$ cat src/design/wdt_pkg.sv
// constants and types shared by the watchdog time-out reset block
package wdt_pkg;
	// clock and timing
	localparam int unsigned CLK_HZ = 40_000_000;
	localparam int unsigned MC_CLKS = 12;
	localparam logic [3:0] MC_LAST = 4'(MC_CLKS - 1);
	localparam int unsigned CNT_BITS_DEF = 14;
	// width of the chip reset pulse, as a least time
	localparam int unsigned RST_HOLD_NS = 600;
	localparam int unsigned RST_HOLD_CYC = (RST_HOLD_NS * (CLK_HZ / 1_000_000) + 999) / 1000;
	localparam logic [4:0] RST_HOLD = 5'(RST_HOLD_CYC);

	// register map: printed offsets are indices, byte address is four times that
	localparam int unsigned ADDR_W = 12;
	localparam logic [ADDR_W-1:0] CTRL_IDX = 12'h08f;
	localparam logic [ADDR_W-1:0] STAT_IDX = 12'h090;
	localparam logic [ADDR_W-1:0] CTRL_ADDR = 12'(CTRL_IDX * 4);
	localparam logic [ADDR_W-1:0] STAT_ADDR = 12'(STAT_IDX * 4);

	// watchdog_control fields
	localparam int unsigned RUN_EN_BIT = 7;
	localparam int unsigned RESTART_BIT = 6;
	localparam int unsigned IDLE_EN_BIT = 5;
	localparam int unsigned SEL_LSB = 0;
	localparam logic [7:0] CTRL_RESET = 8'h00;
	localparam logic [2:0] SEL_RESET = 3'h0;

	// status fields
	localparam int unsigned SEEN_BIT = 0;
	localparam int unsigned RUNNING_BIT = 1;

	// axi responses
	localparam logic [1:0] RESP_OKAY = 2'h0;
	localparam logic [1:0] RESP_DECERR = 2'h3;

	// prescaler code to mask of machine cycles per tick (factor minus one)
	function automatic logic [7:0] wdt_sel_mask(input logic [2:0] sel);
		case (sel)
			3'h0: wdt_sel_mask = 8'h01;
			3'h2: wdt_sel_mask = 8'h03;
			3'h1: wdt_sel_mask = 8'h07;
			3'h3: wdt_sel_mask = 8'h0f;
			3'h4: wdt_sel_mask = 8'h1f;
			3'h5: wdt_sel_mask = 8'h3f;
			3'h6: wdt_sel_mask = 8'h7f;
			default: wdt_sel_mask = 8'hff;
		endcase
	endfunction : wdt_sel_mask
endpackage : wdt_pkg

$ cat src/design/wdt_ctl_if.sv
// control carrier between the watchdog top and its tick and count stages
`timescale 1ns/1ps
`default_nettype none
interface wdt_ctl_if;
	logic run;
	logic clear;
	logic [2:0] sel;
	logic tick;
	logic expire;
	modport top (output run, output clear, output sel, input tick, input expire);
	modport pre (input run, input clear, input sel, output tick);
	modport cnt (input run, input clear, input tick, output expire);
endinterface : wdt_ctl_if
`default_nettype wire

$ cat src/design/wdt_tick.sv
// machine-cycle divider and selectable prescaler of the watchdog
`timescale 1ns/1ps
`default_nettype none
module wdt_tick (
	input wire logic clk_i,
	input wire logic rst_n_i,
	wdt_ctl_if.pre ctl
);
	typedef struct packed {
		logic [3:0] mc;
		logic [7:0] pre;
		logic tick;
	} wdt_tick_st_t;

	wdt_tick_st_t st_ff;
	wdt_tick_st_t nxt_st;

	always_comb begin
		nxt_st = st_ff;
		nxt_st.tick = 1'b0;
		if (ctl.clear) begin
			nxt_st.mc = 4'h0;
			nxt_st.pre = 8'h00;
		end else if (ctl.run) begin
			if (st_ff.mc == wdt_pkg::MC_LAST) begin
				nxt_st.mc = 4'h0;
				if ((st_ff.pre & wdt_pkg::wdt_sel_mask(ctl.sel)) == wdt_pkg::wdt_sel_mask(ctl.sel)) begin
					nxt_st.pre = 8'h00;
					nxt_st.tick = 1'b1;
				end else begin
					nxt_st.pre = st_ff.pre + 8'h01;
				end
			end else begin
				nxt_st.mc = st_ff.mc + 4'h1;
			end
		end
	end

	always_ff @(posedge clk_i or negedge rst_n_i) begin
		if (!rst_n_i) begin
			st_ff <= '0;
		end else begin
			st_ff <= nxt_st;
		end
	end

	assign ctl.tick = st_ff.tick;
endmodule : wdt_tick
`default_nettype wire

$ cat src/design/wdt_count.sv
// watchdog period counter that flags the end of the period
`timescale 1ns/1ps
`default_nettype none
module wdt_count #(
	parameter int unsigned CNT_BITS = wdt_pkg::CNT_BITS_DEF
) (
	input wire logic clk_i,
	input wire logic rst_n_i,
	wdt_ctl_if.cnt ctl
);
	typedef struct packed {
		logic [CNT_BITS-1:0] cnt;
		logic expire;
	} wdt_count_st_t;

	wdt_count_st_t st_ff;
	wdt_count_st_t nxt_st;

	always_comb begin
		nxt_st = st_ff;
		nxt_st.expire = 1'b0;
		if (ctl.clear) begin
			nxt_st.cnt = '0;
		end else if (ctl.run && ctl.tick) begin
			if (&st_ff.cnt) begin
				nxt_st.expire = 1'b1;
			end
			nxt_st.cnt = st_ff.cnt + {{(CNT_BITS-1){1'b0}}, 1'b1};
		end
	end

	always_ff @(posedge clk_i or negedge rst_n_i) begin
		if (!rst_n_i) begin
			st_ff <= '0;
		end else begin
			st_ff <= nxt_st;
		end
	end

	assign ctl.expire = st_ff.expire;
endmodule : wdt_count
`default_nettype wire

$ cat src/design/wdt_top.sv
// watchdog time-out reset with its control register on axi4-lite
//
// Behaviour
// - count only while run enable bit set
// - restart bit clears counter, prescaler, self-clears
// - idle enable lets counting continue in idle
// - three-bit select picks divide two to 256
// - period is 2^14 times factor times twelve
// - expiry of enabled watchdog resets the chip
//
// Implementation choice: the AXI4-Lite register port.
`timescale 1ns/1ps
`default_nettype none
module wdt_top #(
	parameter int unsigned CNT_BITS = wdt_pkg::CNT_BITS_DEF
) (
	input wire logic clk_i,
	input wire logic nrst_i,
	input wire logic idle_i,
	output logic chip_reset_o,
	input wire logic [11:0] s_axi_awaddr,
	input wire logic [2:0] s_axi_awprot,
	input wire logic s_axi_awvalid,
	output logic s_axi_awready,
	input wire logic [31:0] s_axi_wdata,
	input wire logic [3:0] s_axi_wstrb,
	input wire logic s_axi_wvalid,
	output logic s_axi_wready,
	output logic [1:0] s_axi_bresp,
	output logic s_axi_bvalid,
	input wire logic s_axi_bready,
	input wire logic [11:0] s_axi_araddr,
	input wire logic [2:0] s_axi_arprot,
	input wire logic s_axi_arvalid,
	output logic s_axi_arready,
	output logic [31:0] s_axi_rdata,
	output logic [1:0] s_axi_rresp,
	output logic s_axi_rvalid,
	input wire logic s_axi_rready
);
	typedef struct packed {
		logic awready;
		logic wready;
		logic bvalid;
		logic [1:0] bresp;
		logic aw_held;
		logic [11:0] aw_addr;
		logic w_held;
		logic [7:0] w_data;
		logic w_lane0;
		logic arready;
		logic rvalid;
		logic [1:0] rresp;
		logic [31:0] rdata;
		logic run_en;
		logic restart;
		logic idle_en;
		logic [2:0] sel;
		logic seen;
		logic [4:0] rst_cnt;
		logic rst_out;
	} wdt_top_st_t;

	wdt_top_st_t st_ff;
	wdt_top_st_t nxt_st;
	logic [1:0] rst_sync_ff;
	logic rst_n;
	logic [7:0] ctrl_rd;
	logic running;

	wdt_ctl_if ctl ();

	// word decode of a register bus address, shared by the write and read paths
	function automatic logic word_hit(input logic [11:0] addr, input logic [11:0] reg_addr);
		word_hit = (addr[11:2] == reg_addr[11:2]);
	endfunction : word_hit

	////////////////////////////////////////////////////////////////////////////
	// reset release

	always_ff @(posedge clk_i or negedge nrst_i) begin
		if (!nrst_i) begin
			rst_sync_ff <= 2'b00;
		end else begin
			rst_sync_ff <= {rst_sync_ff[0], 1'b1};
		end
	end

	assign rst_n = rst_sync_ff[1];

	////////////////////////////////////////////////////////////////////////////
	// counting stages

	assign running = st_ff.run_en && (!idle_i || st_ff.idle_en);
	assign ctl.run = running;
	assign ctl.clear = st_ff.restart || !st_ff.run_en || ctl.expire;
	assign ctl.sel = st_ff.sel;

	wdt_tick wdt_tick_inst (
		.clk_i(clk_i),
		.rst_n_i(rst_n),
		.ctl(ctl)
	);

	wdt_count #(
		.CNT_BITS(CNT_BITS)
	) wdt_count_inst (
		.clk_i(clk_i),
		.rst_n_i(rst_n),
		.ctl(ctl)
	);

	assign ctrl_rd = {st_ff.run_en, st_ff.restart, st_ff.idle_en, 2'b00, st_ff.sel};

	////////////////////////////////////////////////////////////////////////////
	// register bus and control state

	always_comb begin
		nxt_st = st_ff;
		// address and data channels are taken independently
		if (s_axi_awvalid && st_ff.awready) begin
			nxt_st.aw_held = 1'b1;
			nxt_st.aw_addr = s_axi_awaddr;
		end
		if (s_axi_wvalid && st_ff.wready) begin
			nxt_st.w_held = 1'b1;
			nxt_st.w_data = s_axi_wdata[7:0];
			nxt_st.w_lane0 = s_axi_wstrb[0];
		end
		if (st_ff.bvalid && s_axi_bready) begin
			nxt_st.bvalid = 1'b0;
		end
		nxt_st.restart = 1'b0;
		if (st_ff.aw_held && st_ff.w_held && !st_ff.bvalid) begin
			nxt_st.aw_held = 1'b0;
			nxt_st.w_held = 1'b0;
			nxt_st.bvalid = 1'b1;
			nxt_st.bresp = wdt_pkg::RESP_OKAY;
			if (word_hit(st_ff.aw_addr, wdt_pkg::CTRL_ADDR)) begin
				if (st_ff.w_lane0) begin
					nxt_st.run_en = st_ff.w_data[wdt_pkg::RUN_EN_BIT];
					nxt_st.restart = st_ff.w_data[wdt_pkg::RESTART_BIT];
					nxt_st.idle_en = st_ff.w_data[wdt_pkg::IDLE_EN_BIT];
					nxt_st.sel = st_ff.w_data[wdt_pkg::SEL_LSB +: 3];
				end
			end else if (word_hit(st_ff.aw_addr, wdt_pkg::STAT_ADDR)) begin
				if (st_ff.w_lane0 && st_ff.w_data[wdt_pkg::SEEN_BIT]) begin
					nxt_st.seen = 1'b0;
				end
			end else begin
				nxt_st.bresp = wdt_pkg::RESP_DECERR;
			end
		end
		// expiry wins over a clear in the same cycle
		if (ctl.expire) begin
			nxt_st.seen = 1'b1;
		end
		nxt_st.awready = !nxt_st.aw_held && !nxt_st.bvalid;
		nxt_st.wready = !nxt_st.w_held && !nxt_st.bvalid;

		// read channel
		if (st_ff.rvalid && s_axi_rready) begin
			nxt_st.rvalid = 1'b0;
		end
		if (s_axi_arvalid && st_ff.arready) begin
			nxt_st.rvalid = 1'b1;
			nxt_st.rresp = wdt_pkg::RESP_OKAY;
			if (word_hit(s_axi_araddr, wdt_pkg::CTRL_ADDR)) begin
				nxt_st.rdata = {24'h000000, ctrl_rd};
			end else if (word_hit(s_axi_araddr, wdt_pkg::STAT_ADDR)) begin
				nxt_st.rdata = {30'h00000000, running, st_ff.seen};
			end else begin
				nxt_st.rdata = 32'h00000000;
				nxt_st.rresp = wdt_pkg::RESP_DECERR;
			end
		end
		nxt_st.arready = !nxt_st.rvalid;

		if (ctl.expire) begin
			nxt_st.rst_cnt = wdt_pkg::RST_HOLD;
		end else if (st_ff.rst_cnt != 5'h00) begin
			nxt_st.rst_cnt = st_ff.rst_cnt - 5'h01;
		end
		nxt_st.rst_out = nxt_st.rst_cnt != 5'h00;
	end

	always_ff @(posedge clk_i or negedge rst_n) begin
		if (!rst_n) begin
			st_ff <= '0;
			st_ff.awready <= 1'b1;
			st_ff.wready <= 1'b1;
			st_ff.arready <= 1'b1;
			st_ff.run_en <= wdt_pkg::CTRL_RESET[wdt_pkg::RUN_EN_BIT];
			st_ff.idle_en <= wdt_pkg::CTRL_RESET[wdt_pkg::IDLE_EN_BIT];
			st_ff.sel <= wdt_pkg::SEL_RESET;
		end else begin
			st_ff <= nxt_st;
		end
	end

	////////////////////////////////////////////////////////////////////////////
	// outputs

	assign chip_reset_o = st_ff.rst_out;
	assign s_axi_awready = st_ff.awready;
	assign s_axi_wready = st_ff.wready;
	assign s_axi_bresp = st_ff.bresp;
	assign s_axi_bvalid = st_ff.bvalid;
	assign s_axi_arready = st_ff.arready;
	assign s_axi_rdata = st_ff.rdata;
	assign s_axi_rresp = st_ff.rresp;
	assign s_axi_rvalid = st_ff.rvalid;
endmodule : wdt_top
`default_nettype wire

$ cat config.mk
export PLATFORM = sky130hd
export DESIGN_NAME = wdt_top
export DESIGN_NICKNAME = d
export VERILOG_FILES = /design/src/design/wdt_pkg.sv /design/src/design/wdt_ctl_if.sv /design/src/design/wdt_tick.sv /design/src/design/wdt_count.sv /design/src/design/wdt_top.sv
export SDC_FILE = /design/constraint.sdc
export NUM_CORES = 1
export LEC_CHECK = 0
export BUFFER_PORTS_ARGS = -buffer_cell sky130_fd_sc_hd__buf_2
export CAP_MARGIN = 20
export CORE_ASPECT_RATIO = 1.2
export CORE_MARGIN = 2
export CORE_UTILIZATION = 45
export DETAILED_ROUTE_END_ITERATION = 8
export PLACE_DENSITY = 0.85
export REMOVE_ABC_BUFFERS = 1
export SKIP_LAST_GASP = 1
export SLEW_MARGIN = 20
export SYNTH_ARGS = -nofsm -noshare
export SYNTH_HDL_FRONTEND = slang
export SYNTH_HIERARCHICAL = 1
export SYNTH_SLANG_ARGS = --single-unit
$ cat constraint.sdc
create_clock -name clk_i -period 2.1 [get_ports clk_i]
set_input_delay 0 -clock clk_i [delete_from_list [all_inputs] [get_ports clk_i]]
set_output_delay 0 -clock clk_i [all_outputs]
set_load 0.1 [all_outputs]
==> metrics <==
status=finished, final reports clean; DRT Wirelength=7900 um; first-pass GRT wire length=13000 um; clock latency on the worst-skew pair=between 300 and 400 ps; DP Cell Count=512; DR vias/cell=around 5.2; Post-Layout Cell Count=~550; # rows=36; r2r endpoint=wdt_count_inst/st_ff[11]$_DFFE_PN0P_; worst min path class=in -> reg; RSZ-0062 raised after global routing=no; HP Start=s_axi_arvalid; fillers=~670; share of the synthesized area in the top cell type=0.470; #FFs+latches synth=75; HPWL Detailed=5080 um; Post-synth ARST share=1.00; sequential area share after synthesis=0.491; Mapped Area=3830 um2; leading area contributor after synthesis=dfrtp_1; metal1 wirelength=about 3200 um; DRC viols=0; biggest fanout along the worst timing path=13; GRT Total Usage=0.180; DRT Pass-1 Iters=4; vias in the first global route=between 2000 and 3000; cell count of the worst reg-to-reg path=5; Clock Tree Root=clkbuf_8; power per cell area=923 nW/um2; Starting Density=0.468; core area=between 8000 and 9000 um2; final count of hold timing violations=0; register-to-register setup slack=240 ps; CP startpoint kind=flop; Least-Margin Pin Slew=about 540 ps; DRT antenna net count=0; share of cells above drive strength 1=0.261; Hold Crit Depth=3; total die area=roughly 9000 um2; GR Overflow Total=0; Clock Path Buffers=2; Mapped Cells=360; peak supply drop=0.000447 V; final period utilization=0.888; highest routed layer=met4; Hold Path Sink=s_axi_rdata[0]$_DFFE_PN0P_; # diodes=0; Multi-input gate area=roughly 1700 um2; setup bufs post-CTS=0; simple-gate area share of the yosys netlist=0.205; routed length on met2=4220 um; die width=roughly 88 um; max-cap violation count=0; via count=about 2900; Synth Flop Type=dfrtp_1; Critical Path RT=2340 ps; Adder-Cell Fraction of Synth Area=0.0131; Final Max Tran Viols=0; combinational family with the most area after synthesis=simple AND/OR/NAND/NOR gates; drt wl/cell=~14 um; largest net degree at the start of global routing=74; area added between synthesis and finish=18.2%; H-tree depth=3; worst rel slew slack=0.637; Clock Skew=around 18 ps; Yosys cell types=65; CTS tree=done; DR iter-0 viols=about 150; initial antenna violation count=0; reg-to-reg startpoint=ctrl_rd[7]$_DFFE_PN0P_; Num CTS Buffers=9; Port Buffer Count=50; Placer Congestion=0.759; I/O pin cnt=116; CP arrival=~2100 ps; Period minus WS final=1860 ps; WL met3=approximately 330 um; Warnings, synthesis=6; largest cells by area after synthesis=dfrtp_1 47%, buf_4 7.4%, mux2_2 6.2%; setup violators final=0; Final Net Count=510; Worst-path clk slew=90 ps; Avg Cell Area, Syn=between 10 and 15 um2; post-synthesis mux area share=0.0927; EDFF count, synth=0; Die Ht=~110 um; Setup CP Type=reg -> reg; FF/Latch Area=1880 um2; hold_ws=around 18 ps; fmax=roughly 540 MHz; XOR/XNOR Fraction of Synth Area=0.00914; Crit. End Element=flop; Lkg Pwr=2.11 nW; clk sink count=between 70 and 80; Compound-Gate Fraction of Synth Area=0.0989
## Yosys cell counts (all sizes together) (3+ instances only)
| master | instances |
|---|---|
| dfrtp | 72 |
| buf | 39 |
| nand2 | 35 |
| nor2 | 32 |
| mux2 | 28 |
| nor2b | 13 |
| o21ai | 12 |
| a21oi | 11 |
| inv | 11 |
| nand3 | 10 |
| nor4 | 9 |
| nor3 | 7 |
| nand4 | 6 |
| a22o | 4 |
| ha | 4 |
| mux2i | 4 |
| nor4b | 4 |
| o22ai | 4 |
| o31ai | 4 |
| or3 | 4 |
| a22oi | 3 |
| dfstp | 3 |
| or2 | 3 |
| or4 | 3 |
| xor2 | 3 |
## cell type report
class	instances	area share
flip-flops and latches	75	0.415
multi-input cells	258	0.377
repair buffers	77	0.115
well taps	114	0.0315
clock buffers	10	0.0304
clock inverters	6	0.0213
inverters	11	0.00911
## flip-flops by register name (all words and copies together), names as in the netlist
signal,cells
s_axi_arready,1
wdt_tick_inst/st_ff,12
s_axi_rdata,6
s_axi_rresp,1
s_axi_rvalid,1
ctrl_rd,3
s_axi_wready,1
wdt_count_inst/st_ff,14
ctl.sel,3
s_axi_bvalid,1
rst_sync_ff,2
wdt_tick_inst/ctl.tick,1
s_axi_awready,1
st_ff,25
s_axi_bresp,1
wdt_count_inst/ctl.expire,1
chip_reset_o,1
## critical path: stages (launching register included)
cell and delay (ps):
dfrtp_1 400, a21boi_1 200, buf_4 250, nand4_2 230, nor4_1 290, mux2_2 370
## power by group
part | internal [W] | switching (W) | leakage, nW
Sequential | 0.00169 | 0.000163 | 0.977
Clock | 0.000716 | 0.000601 | 0.115
Combinational | 0.000304 | 0.000713 | 1.02
## through the flow
step | util | setup WS (ps) | instance area, um2 | setup TNS, ps | power [W]
4_1_cts | 0.553 | 241 | 4530 | 0 | 0.00415
5_1_grt | 0.553 | 168 | 4530 | 0 | 0.00436
3_5_place_dp | 0.496 | 280 | 4070 | 0 | 0.00283
2_1_floorplan | - | -355 | 3630 | -14590 | 0.00263
3_3_place_gp | 0.496 | 292 | 4070 | 0 | 0.00277
6_report | 0.553 | 236 | 4530 | 0 | 0.00418
## layout by cell type, fill, tap and decap left out, drive strengths merged, types with 7 or more instances in the layout
cell type,count
nand2,35
dfrtp,72
nand3,10
o21ai,12
inv,13
nor2b,13
nor4,9
dlygate4sd3,23
mux2,28
clkbuf,10
conb,27
nor3,7
nor2,32
buf,54
a21oi,11
## routing by layer
metal  GRT usage  up-vias
met5           0        -
met1       0.205     1401
met3      0.0458       12
li1            -     1354
met2       0.315       83
met4      0.0725        0
## worst max path at each step
stage	start	end	slack, ps	cells past startpoint
finish	ctrl_rd[7]$_DFFE_PN0P_	wdt_count_inst/st_ff[11]$_DFFE_PN0P_	240	5
global route	ctrl_rd[7]$_DFFE_PN0P_	wdt_count_inst/st_ff[13]$_DFFE_PN0P_	170	5
CTS	ctrl_rd[7]$_DFFE_PN0P_	wdt_count_inst/st_ff[13]$_DFFE_PN0P_	240	5
detailed placement	ctrl_rd[7]$_DFFE_PN0P_	wdt_count_inst/st_ff[13]$_DFFE_PN0P_	280	5
global placement	ctrl_rd[7]$_DFFE_PN0P_	wdt_count_inst/st_ff[13]$_DFFE_PN0P_	290	5
floorplan	ctrl_rd[5]$_DFFE_PN0P_	wdt_count_inst/st_ff[11]$_DFFE_PN0P_	-360	5
## what timing repair did
action | in CTS | in global routing
endpoints found under the hold margin | 25 | 0
resized for setup | 0 | 0
hold buffers | 23 | 0
## cell families after synthesis
family	count (synthesis)
simple gates	137
flops	75
compound gates	54
buf+inv	52
mux	32
fa+ha+maj	4
xor+xnor	4
other cells	2
Power figures use the tool's default switching activity.
